**config.mk**
```make
export PLATFORM = sky130hd
export DESIGN_NAME = macsec_output_format_classify
export DESIGN_NICKNAME = d
export VERILOG_FILES = /design/src/core/macsec_out_pkg.sv /design/src/core/output_width_converter.sv /design/src/core/macsec_output_format_classify.sv
export SDC_FILE = /design/constraint.sdc
export NUM_CORES = 1
export LEC_CHECK = 0
export ABC_CLOCK_PERIOD_IN_PS = 3310
export BUFFER_PORTS_ARGS = -buffer_cell sky130_fd_sc_hd__buf_4
export CAP_MARGIN = 5
export CORE_ASPECT_RATIO = 1.4
export CORE_MARGIN = 2
export CORE_UTILIZATION = 52
export CTS_BUF_LIST = sky130_fd_sc_hd__clkbuf_4 sky130_fd_sc_hd__clkbuf_8 sky130_fd_sc_hd__clkbuf_16
export CTS_CLUSTER_DIAMETER = 150
export CTS_CLUSTER_SIZE = 24
export DETAILED_ROUTE_END_ITERATION = 12
export PLACE_DENSITY = 0.76
export REMOVE_ABC_BUFFERS = 1
export SLEW_MARGIN = 10
export SYNTH_ARGS = -nofsm -noshare
export SYNTH_HDL_FRONTEND = slang
export SYNTH_SLANG_ARGS = --single-unit
```
**constraint.sdc**
```tcl
create_clock -name MCLK_I -period 3.31 [get_ports MCLK_I]
set_input_delay 0.331 -clock MCLK_I [delete_from_list [all_inputs] [get_ports MCLK_I]]
set_output_delay 0.331 -clock MCLK_I [all_outputs]
set_load 0.01 [all_outputs]
```
**src/core/macsec_out_pkg.sv**
```systemverilog
// Shared constants and types for the MACsec output formatting and classification block.
package macsec_out_pkg;

  // ==========================================================================
  // Widths
  localparam int CORE_W      = 128;
  localparam int LINK_W      = 64;
  localparam int CORE_BYTES  = 16;
  localparam int LINK_BYTES  = 8;
  localparam int CODE_W      = 32;

  // ==========================================================================
  // Frame field lengths in bytes
  localparam logic [7:0] ADDR_BYTES   = 8'h0c;
  localparam logic [7:0] TAG_BYTES    = 8'h04;
  localparam logic [7:0] LABEL_BYTES  = 8'h04;
  localparam logic [7:0] ETYPE_BYTES  = 8'h02;
  localparam logic [7:0] SECTAG_BYTES = 8'h10;

  // ==========================================================================
  // Classification field select bits
  localparam int SEL_W      = 9;
  localparam int F_DA       = 0;
  localparam int F_SA       = 1;
  localparam int F_TAG1     = 2;
  localparam int F_TAG2     = 3;
  localparam int F_ETYPE    = 4;
  localparam int F_MPLS_ET  = 5;
  localparam int F_LABEL1   = 6;
  localparam int F_LABEL2   = 7;
  localparam int F_SECTAG   = 8;

  localparam int SA_COUNT   = 16;
  localparam int SA_IDX_W   = 4;

  // ==========================================================================
  // Frame format, bypass modes and key lengths
  typedef enum logic [2:0] {
    FMT_UNTAGGED = 3'h0,
    FMT_ONE_TAG  = 3'h1,
    FMT_TWO_TAG  = 3'h2,
    FMT_MPLS_ONE = 3'h3,
    FMT_MPLS_TWO = 3'h4
  } format_t;

  typedef enum logic [1:0] {
    BYP_NONE  = 2'h0,
    BYP_ONE   = 2'h1,
    BYP_TWO   = 2'h2,
    BYP_MPLS  = 2'h3
  } bypass_t;

  typedef enum logic {
    KEY_128 = 1'b0,
    KEY_256 = 1'b1
  } key_len_t;

  // ==========================================================================
  // Width converter states
  typedef enum logic [2:0] {
    ST_IDLE = 3'b001,
    ST_LOW  = 3'b010,
    ST_HIGH = 3'b100
  } conv_state_t;

endpackage

```
**src/core/output_width_converter.sv**
```systemverilog
// Converter from the 128-bit core word stream to the 64-bit link word stream.
`timescale 1ns/10ps
module output_width_converter
  import macsec_out_pkg::*;
(
  input  wire logic                  clk_i,
  input  wire logic                  rst_n_i,
  input  wire logic                  in_valid_i,
  output logic                       in_ready_o,
  input  wire logic [CORE_W-1:0]     in_data_i,
  input  wire logic                  in_sof_i,
  input  wire logic                  in_eof_i,
  input  wire logic [4:0]            in_bytes_i,
  input  wire logic                  in_fail_i,
  input  wire logic [CODE_W-1:0]     in_code_i,
  output logic                       out_valid_o,
  input  wire logic                  out_ready_i,
  output logic [LINK_W-1:0]          out_data_o,
  output logic                       out_sof_o,
  output logic                       out_eof_o,
  output logic [3:0]                 out_bytes_o
);

  // ==========================================================================
  // Word holding and lane selection
  logic [CORE_W-1:0] word;
  logic              sof;
  logic              eof;
  logic [4:0]        nbytes;
  logic              fail;
  logic [CODE_W-1:0] code;
  conv_state_t       state;
  conv_state_t       next_state;
  logic [LINK_W-1:0] lane;
  logic [LINK_W-1:0] next_lane;
  logic              last_low;
  logic [3:0]        lane_bytes;
  logic              lane_last;
  logic              lane_first;
  logic              take;
  logic              give;

  assign last_low   = eof && (nbytes <= 5'(LINK_BYTES));
  assign lane       = (state == ST_HIGH) ? word[CORE_W-1:LINK_W] : word[LINK_W-1:0];
  assign lane_last  = (state == ST_HIGH) ? eof : last_low;
  assign lane_first = (state == ST_LOW) && sof;
  assign lane_bytes = !lane_last ? 4'h8 :
                      (state == ST_HIGH) ? 4'(nbytes - 5'(LINK_BYTES)) : nbytes[3:0];
  assign give       = (state != ST_IDLE) && (!out_valid_o || out_ready_i);
  assign take       = in_valid_i && in_ready_o;
  assign in_ready_o = (state == ST_IDLE) || (give && ((state == ST_HIGH) || last_low));

  // When the last link word of a failed frame holds four or more valid bytes, its last four carry the debug code.
  always_comb begin
    next_lane = lane;
    if (lane_last && fail) begin
      case (lane_bytes)
        4'h4:    next_lane[31:0]  = code;
        4'h5:    next_lane[39:8]  = code;
        4'h6:    next_lane[47:16] = code;
        4'h7:    next_lane[55:24] = code;
        4'h8:    next_lane[63:32] = code;
        default: next_lane        = lane;
      endcase
    end
  end

  always_comb begin
    next_state = state;
    case (state)
      ST_IDLE: if (take) next_state = ST_LOW;
      ST_LOW:  if (give) next_state = last_low ? (take ? ST_LOW : ST_IDLE) : ST_HIGH;
      ST_HIGH: if (give) next_state = take ? ST_LOW : ST_IDLE;
      default: next_state = ST_IDLE;
    endcase
  end

  always_ff @(posedge clk_i) begin
    if (!rst_n_i) begin
      state <= ST_IDLE;
      word  <= '0;
      sof   <= 1'b0;
      eof   <= 1'b0;
      nbytes <= '0;
      fail  <= 1'b0;
      code  <= '0;
    end else begin
      state <= next_state;
      if (take) begin
        word   <= in_data_i;
        sof    <= in_sof_i;
        eof    <= in_eof_i;
        nbytes <= in_bytes_i;
        fail   <= in_fail_i;
        code   <= in_code_i;
      end
    end
  end

  always_ff @(posedge clk_i) begin
    if (!rst_n_i) begin
      out_valid_o <= 1'b0;
      out_data_o  <= '0;
      out_sof_o   <= 1'b0;
      out_eof_o   <= 1'b0;
      out_bytes_o <= '0;
    end else if (give) begin
      out_valid_o <= 1'b1;
      out_data_o  <= next_lane;
      out_sof_o   <= lane_first;
      out_eof_o   <= lane_last;
      out_bytes_o <= lane_bytes;
    end else if (out_ready_i) begin
      out_valid_o <= 1'b0;
    end
  end

endmodule // output_width_converter

```
**src/core/macsec_output_format_classify.sv**
```systemverilog
// Output stage of the MACsec pipeline with frame format and classification field selection.
`timescale 1ns/10ps

// Summary of operation
// The output stage isolates the core so the output interface always follows its handshake.
// Each 128-bit core word becomes two 64-bit link words, or one for an end word of up to 8 bytes, low bytes first, frames kept whole.
// A frame failing its security check has its FCS replaced by the debug code when its last link word holds four or more bytes.
// Both 128-bit and 256-bit key lengths are accepted and reported for each frame.
// With bypass, tags or labels stay clear outside the protected region.
// Without bypass, tags and labels sit after the security tag and are encrypted.
// The classification field set is chosen separately for every secure association.
// With zero offset, receive classification uses no field after the security tag.
// Standard transmit uses addresses, tags and Ethertype; receive uses addresses and tag.
// Single-tag bypass of one tag puts the security tag after it and classifies on it.
// Single-tag bypass of two tags keeps only the outer tag clear before the security tag.
// Dual-tag bypass keeps both tags clear before the security tag and classifies on both.
// One-label transmit classification uses client addresses, MPLS Ethertype and the label.
// MPLS bypass puts the security tag after the labels and receive uses them plus the tag.
// Two-label frames classify on both labels in transmit, and in receive with MPLS bypass.
// The check value follows the payload before the FCS and covers all but bypassed fields.
// Link words mark first, last and valid bytes, and one word moves per cycle with valid and ready both high.
module macsec_output_format_classify
  import macsec_out_pkg::*;
(
  input  wire logic                  MCLK_I,
  input  wire logic                  RESET_N_I,
  input  wire logic                  CORE_VALID_I,
  output logic                       CORE_READY_O,
  input  wire logic [CORE_W-1:0]     CORE_DATA_I,
  input  wire logic                  CORE_SOF_I,
  input  wire logic                  CORE_EOF_I,
  input  wire logic [4:0]            CORE_BYTES_I,
  input  wire logic                  CORE_SEC_FAIL_I,
  input  wire logic [CODE_W-1:0]     CORE_DEBUG_CODE_I,
  output logic                       LINK_VALID_O,
  input  wire logic                  LINK_READY_I,
  output logic [LINK_W-1:0]          LINK_DATA_O,
  output logic                       LINK_SOF_O,
  output logic                       LINK_EOF_O,
  output logic [3:0]                 LINK_BYTES_O,
  input  wire logic                  CFG_WRITE_I,
  input  wire logic [SA_IDX_W-1:0]   CFG_SA_I,
  input  wire logic [2:0]            CFG_FORMAT_I,
  input  wire logic [1:0]            CFG_BYPASS_I,
  input  wire logic                  CFG_KEY_256_I,
  input  wire logic [SEL_W-1:0]      CFG_FIELD_MASK_I,
  input  wire logic [SA_IDX_W-1:0]   LOOKUP_SA_I,
  input  wire logic                  LOOKUP_RX_I,
  output logic [SEL_W-1:0]           CLASS_FIELDS_O,
  output logic [7:0]                 SECTAG_OFFSET_O,
  output logic [7:0]                 CLEAR_BYTES_O,
  output logic                       KEY_256_O
);

  // ==========================================================================
  // Core side adapter
  logic in_valid;
  logic in_ready;
  logic in_start_ok;
  logic in_frame;

  // A frame may only start at a start word and continues until its end word.
  assign in_start_ok  = in_frame || CORE_SOF_I;
  assign in_valid     = CORE_VALID_I && in_start_ok;
  assign CORE_READY_O = in_ready || (CORE_VALID_I && !in_start_ok);

  always_ff @(posedge MCLK_I) begin
    if (!RESET_N_I) begin
      in_frame <= 1'b0;
    end else if (in_valid && in_ready) begin
      in_frame <= !CORE_EOF_I;
    end
  end

  // ==========================================================================
  // Width conversion
  output_width_converter u_conv (
    .clk_i       (MCLK_I),
    .rst_n_i     (RESET_N_I),
    .in_valid_i  (in_valid),
    .in_ready_o  (in_ready),
    .in_data_i   (CORE_DATA_I),
    .in_sof_i    (CORE_SOF_I),
    .in_eof_i    (CORE_EOF_I),
    .in_bytes_i  (CORE_BYTES_I),
    .in_fail_i   (CORE_SEC_FAIL_I),
    .in_code_i   (CORE_DEBUG_CODE_I),
    .out_valid_o (LINK_VALID_O),
    .out_ready_i (LINK_READY_I),
    .out_data_o  (LINK_DATA_O),
    .out_sof_o   (LINK_SOF_O),
    .out_eof_o   (LINK_EOF_O),
    .out_bytes_o (LINK_BYTES_O)
  );

  // ==========================================================================
  // Per-SA configuration table
  logic [2:0]       sa_format [SA_COUNT];
  logic [1:0]       sa_bypass [SA_COUNT];
  logic             sa_key    [SA_COUNT];
  logic [SEL_W-1:0] sa_mask   [SA_COUNT];

  always_ff @(posedge MCLK_I) begin
    if (!RESET_N_I) begin
      for (int i = 0; i < SA_COUNT; i++) begin
        sa_format[i] <= FMT_UNTAGGED;
        sa_bypass[i] <= BYP_NONE;
        sa_key[i]    <= KEY_128;
        sa_mask[i]   <= '1;
      end
    end else if (CFG_WRITE_I) begin
      sa_format[CFG_SA_I] <= CFG_FORMAT_I;
      sa_bypass[CFG_SA_I] <= CFG_BYPASS_I;
      sa_key[CFG_SA_I]    <= CFG_KEY_256_I;
      sa_mask[CFG_SA_I]   <= CFG_FIELD_MASK_I;
    end
  end

  // ==========================================================================
  // Frame layout and classifiable fields
  format_t          fmt;
  bypass_t          byp;
  logic [SEL_W-1:0] tx_fields;
  logic [SEL_W-1:0] rx_fields;
  logic [SEL_W-1:0] avail;
  logic [7:0]       clear_bytes;
  logic             two_tags;
  logic             mpls;

  assign fmt      = format_t'(sa_format[LOOKUP_SA_I]);
  assign byp      = bypass_t'(sa_bypass[LOOKUP_SA_I]);
  assign two_tags = (fmt == FMT_TWO_TAG);
  assign mpls     = (fmt == FMT_MPLS_ONE) || (fmt == FMT_MPLS_TWO);

  // Transmit sees the whole clear frame before encryption.
  always_comb begin
    tx_fields = '0;
    tx_fields[F_DA] = 1'b1;
    tx_fields[F_SA] = 1'b1;
    case (fmt)
      FMT_UNTAGGED: tx_fields[F_ETYPE] = 1'b1;
      FMT_ONE_TAG: begin
        tx_fields[F_TAG1]  = 1'b1;
        tx_fields[F_ETYPE] = 1'b1;
      end
      FMT_TWO_TAG: begin
        tx_fields[F_TAG1]  = 1'b1;
        tx_fields[F_TAG2]  = 1'b1;
        tx_fields[F_ETYPE] = 1'b1;
      end
      FMT_MPLS_ONE: begin
        tx_fields[F_MPLS_ET] = 1'b1;
        tx_fields[F_LABEL1]  = 1'b1;
      end
      FMT_MPLS_TWO: begin
        tx_fields[F_MPLS_ET] = 1'b1;
        tx_fields[F_LABEL1]  = 1'b1;
        tx_fields[F_LABEL2]  = 1'b1;
      end
      default: tx_fields[F_ETYPE] = 1'b1;
    endcase
  end

  // Receive sees only what lies up to the security tag; the rest is encrypted.
  always_comb begin
    rx_fields = '0;
    rx_fields[F_DA]     = 1'b1;
    rx_fields[F_SA]     = 1'b1;
    rx_fields[F_SECTAG] = 1'b1;
    clear_bytes = '0;
    case (byp)
      BYP_NONE: clear_bytes = '0;
      BYP_ONE: begin
        if (fmt == FMT_ONE_TAG || two_tags) begin
          rx_fields[F_TAG1] = 1'b1;
          clear_bytes       = TAG_BYTES;
        end
      end
      BYP_TWO: begin
        if (two_tags) begin
          rx_fields[F_TAG1] = 1'b1;
          rx_fields[F_TAG2] = 1'b1;
          clear_bytes       = 8'(TAG_BYTES + TAG_BYTES);
        end else if (fmt == FMT_ONE_TAG) begin
          rx_fields[F_TAG1] = 1'b1;
          clear_bytes       = TAG_BYTES;
        end
      end
      BYP_MPLS: begin
        if (mpls) begin
          rx_fields[F_MPLS_ET] = 1'b1;
          rx_fields[F_LABEL1]  = 1'b1;
          clear_bytes          = 8'(ETYPE_BYTES + LABEL_BYTES);
          if (fmt == FMT_MPLS_TWO) begin
            rx_fields[F_LABEL2] = 1'b1;
            clear_bytes         = 8'(ETYPE_BYTES + LABEL_BYTES + LABEL_BYTES);
          end
        end
      end
      default: clear_bytes = '0;
    endcase
  end

  assign avail = LOOKUP_RX_I ? rx_fields : tx_fields;

  // ==========================================================================
  // Registered lookup answer
  // The check value is placed after the payload by the core; the span it
  // covers starts at the addresses and skips the clear bytes reported here.
  always_ff @(posedge MCLK_I) begin
    if (!RESET_N_I) begin
      CLASS_FIELDS_O  <= '0;
      SECTAG_OFFSET_O <= '0;
      CLEAR_BYTES_O   <= '0;
      KEY_256_O       <= 1'b0;
    end else begin
      CLASS_FIELDS_O  <= avail & sa_mask[LOOKUP_SA_I];
      SECTAG_OFFSET_O <= 8'(ADDR_BYTES + clear_bytes);
      CLEAR_BYTES_O   <= clear_bytes;
      KEY_256_O       <= sa_key[LOOKUP_SA_I];
    end
  end

endmodule // macsec_output_format_classify

```
==> flow_summary.yaml <==
power_and_ir_drop:
  power_density_mw_per_mm2: 482
  combPwrFrac: 0.185
  p_switching_mw: 3.63
  total_power_mw: 13.0
  p_leak_nw: 10.0
  seqPwrFrac: 0.554
  power_frac_clock: 0.261
  vdd_drop_max_mv: 0.403
  intPower_mw: 9.36
  swShare: 0.279
clock_network:
  clock-sinks: 499
  clk_latency_ns: 0.58
  cts_tree: "yes"
  cts.htree.levels: 1
  cts_root_buf: "clkbuf_16"
  cts_made_buffers: 24
  post_cts_buffers: 0
  ctsLongestPathBuffers: 3
  clkTransAtPathRegs_ns: 0.10
yosys:
  muxShareOfSynthArea: 0.101
  synth.avg_cell_area_um2: 10.2
  synth_top_family_by_area: "simple AND/OR/NAND/NOR gates"
  synthSimpleGateAreaFrac: 0.188
  synth_top_area_frac: 0.300
  synth_most_common_cell: "nand2_1"
  ys_top_cells_by_area: "edfxtp_1 30%, dfxtp_1 25%, nand2_1 8.4%"
  ys_warn_count: 0
  synth_compound_area_frac: 0.120
  synth_area_mm2: 0.0224
  ys_ff_latch: 499
  netlist_instances: 2197
  synthAdderAreaFrac: 0.00279
  synthFlopType: "dfxtp_1"
  yosysUniqueCellTypes: 65
  yosys.area.top_type: "edfxtp_1"
  synth-seq-area-share: 0.546
  yosys.area_share.xor_xnor: 0.00156
  synth_common_cells: "503 x nand2_1, 275 x dfxtp_1, 229 x a21oi_1"
  synth_edf_count: 224
  synth_async_sr_flop_share: 0
job:
  max_cap_viol_count: 0
die:
  core-area_mm2: 0.0428
  die_w_um: 179
  die_h_um: 250
  ios: 295
  row_count: 90
  dieArea_mm2: 0.0448
  initial_core_util: 0.524
outcome:
  outcome: "completed"
worst_setup_path:
  critPathBufInv: 0
  cp_cell_sequence: "or3b_4, mux2_2, nand3_2, or3_1, mux2_4, a21oi_2"
  critPathTopFamily: "simple AND/OR/NAND/NOR gates"
  end_kind: "flop"
  cp.arrival_ns: 3.37
  crit_fanout: 18
  crit_required_ns: 3.83
  start_kind: "flop"
  cpPeakStageDelay_ns: 0.69
  crit_type: "reg2reg"
  critical_path.slowest_cell: "or3_1"
layout:
  syn_to_final_growth_pct: 20.2
  drive_above_1_share: 0.206
  stdcell_area_mm2: 0.0269
  nets: 2708
  fin_util: 0.629
timing:
  period_share: 0.863
  slew_headroom: 0.156
  finalHoldViolations: 0
  rsz0062_at_grt: "no"
  setup_viol_count_final: 0
  fin_skew_ns: 0.0199
  timing.fmax_ghz: 0.350
  tightest_slew_ns: 1.27
  period_minus_slack_ns: 2.86
  drv_slew: 0
  timing.hold.ws_ns: 0.0151
routing:
  drtIter0Drc: 1756
  viasPerCell: 5.98
  vias: 18400
  drc: 0
  wl_per_cell_um: 21.8
  drtPass1Iterations: 7
  route.antenna.remaining_nets: 0
  wl_um: 67100
placement:
  postPlaceCellArea_mm2: 0.0249
  dp_hpwl_um: 46300
  place_congestion: 0.931
  port_buffers: 285
grt:
  antenna_found_initial: 1
  grt_pass1_wl_um: 103000
  gr-total-overflow: 0
  grt_pass1_vias: 18400
  grt_use_total: 0.291
  grt_max_degree: 115
hold_path:
  hold_path_class: "in2reg"
cells by family after synthesis:
group / after synthesis
AO/OA/AOI/OAI: 448
XOR/XNOR: 4
adder cells (fa/ha/maj): 5
buffers and inverters: 210
flip-flops: 499
multiplexers: 135
other: 1
AND/OR/NAND/NOR: 895
layout by cell type (no fill, tap or decap), types with 3 or more instances in the layout:
master,instances
nand2_1,501
buf_4,346
dfxtp_1,275
a21oi_1,229
edfxtp_1,224
dlygate4sd3_1,127
or3_1,113
o21ai_0,78
mux4_2,67
and2_1,57
nand3_1,50
mux2i_1,45
nand2b_1,38
and3_1,35
nor2_1,31
clkbuf_16,24
nor3_1,22
a22oi_1,18
a221oi_1,17
o22ai_1,16
mux2_2,14
nor2b_1,12
or2_2,12
clkbuf_4,12
a22o_1,10
o211ai_1,10
a31oi_1,10
inv_1,9
o2bb2ai_1,9
conb_1,9
a21o_1,8
a222oi_1,8
a2bb2oi_1,8
mux2_4,8
a21oi_2,8
o31ai_1,7
ha_1,5
xnor2_1,3
routing by layer:
layer  global-route usage  wire length, um
met3               0.0449             4600
met5                    0                0
met1                0.324            23600
met2                0.528            34900
met4                0.163             4020
final cells by class:
type | instances | area [um2]
Clock buffer | 36 | 691
Timing Repair Buffer | 475 | 3910
Fill cell | 3356 | 15900
Antenna cell | 2 | 5.00
Sequential cell | 499 | 12200
Multi-Input combinational cell | 1496 | 9330
Inverter | 10 | 42.5
Tap cell | 552 | 691
Clock inverter | 2 | 23.8
worst register-to-register path, cell delays in order (launching register included):
cell     delay [ns]
dfxtp_1        0.51
or3b_4         0.47
mux2_2         0.28
nand3_2        0.33
or3_1          0.69
mux2_4         0.39
a21oi_2        0.12
power groups by stage:
stage / clock (mW) / sequential [mW] / combinational (mW)
3_5_place_dp: 0 / 7.33 / 2.25
4_1_cts: 3.44 / 7.19 / 2.38
6_report: 3.39 / 7.20 / 2.40
5_1_grt: 3.66 / 7.24 / 2.58
3_3_place_gp: 0 / 7.31 / 2.20
2_1_floorplan: 0 / 7.28 / 1.17
path summary, 6_finish.rpt:
kind                                startpoint                            endpoint  slack (ns)  cells after the start
setup reg to reg  u_conv.state[2]$_SDFFE_PN0P_  u_conv.out_data_o[12]$_SDFFE_PN0P_        0.45                      6
hold / removal            CORE_DEBUG_CODE_I[2]         u_conv.code[2]$_SDFFE_PN0P_        0.02                      3
hold reg to reg   u_conv.word[78]$_SDFFE_PN0P_        u_conv.word[78]$_SDFFE_PN0P_        0.46                      2
setup / recovery  u_conv.state[2]$_SDFFE_PN0P_  u_conv.out_data_o[12]$_SDFFE_PN0P_        0.45                      6
state kept, by name, indices dropped and copies added, names as in the netlist:
register	count
sa_mask	144
u_conv.word	128
u_conv.out_data_o	64
sa_format	48
sa_bypass	32
u_conv.code	32
sa_key	16
CLASS_FIELDS_O	9
u_conv.nbytes	5
u_conv.out_bytes_o	4
CLEAR_BYTES_O	3
SECTAG_OFFSET_O	3
u_conv.state	3
KEY_256_O	1
in_frame	1
u_conv.eof	1
u_conv.fail	1
u_conv.out_eof_o	1
u_conv.out_sof_o	1
u_conv.out_valid_o	1
u_conv.sof	1
per-stage QoR:
| stage | cells | worst slack (ns) | TNS, ns |
|---|---|---|---|
| 3_5_place_dp | 2905 | 0.181 | 0 |
| 2_1_floorplan | 2005 | -1.81 | -296.09 |
| 4_1_cts | 3070 | 0.487 | 0 |
| 5_1_grt | 3071 | 0.334 | 0 |
| 6_report | 3072 | 0.454 | 0 |
| 3_3_place_gp | 2905 | 0.238 | 0 |
repair_timing:
item / CTS / global route
setup endpoints to repair: 0 / 0
endpoints found under the hold margin: 128 / 0
resized for setup: 0 / 0
hold buffers: 127 / 0
(Power assumes the default switching activity.)
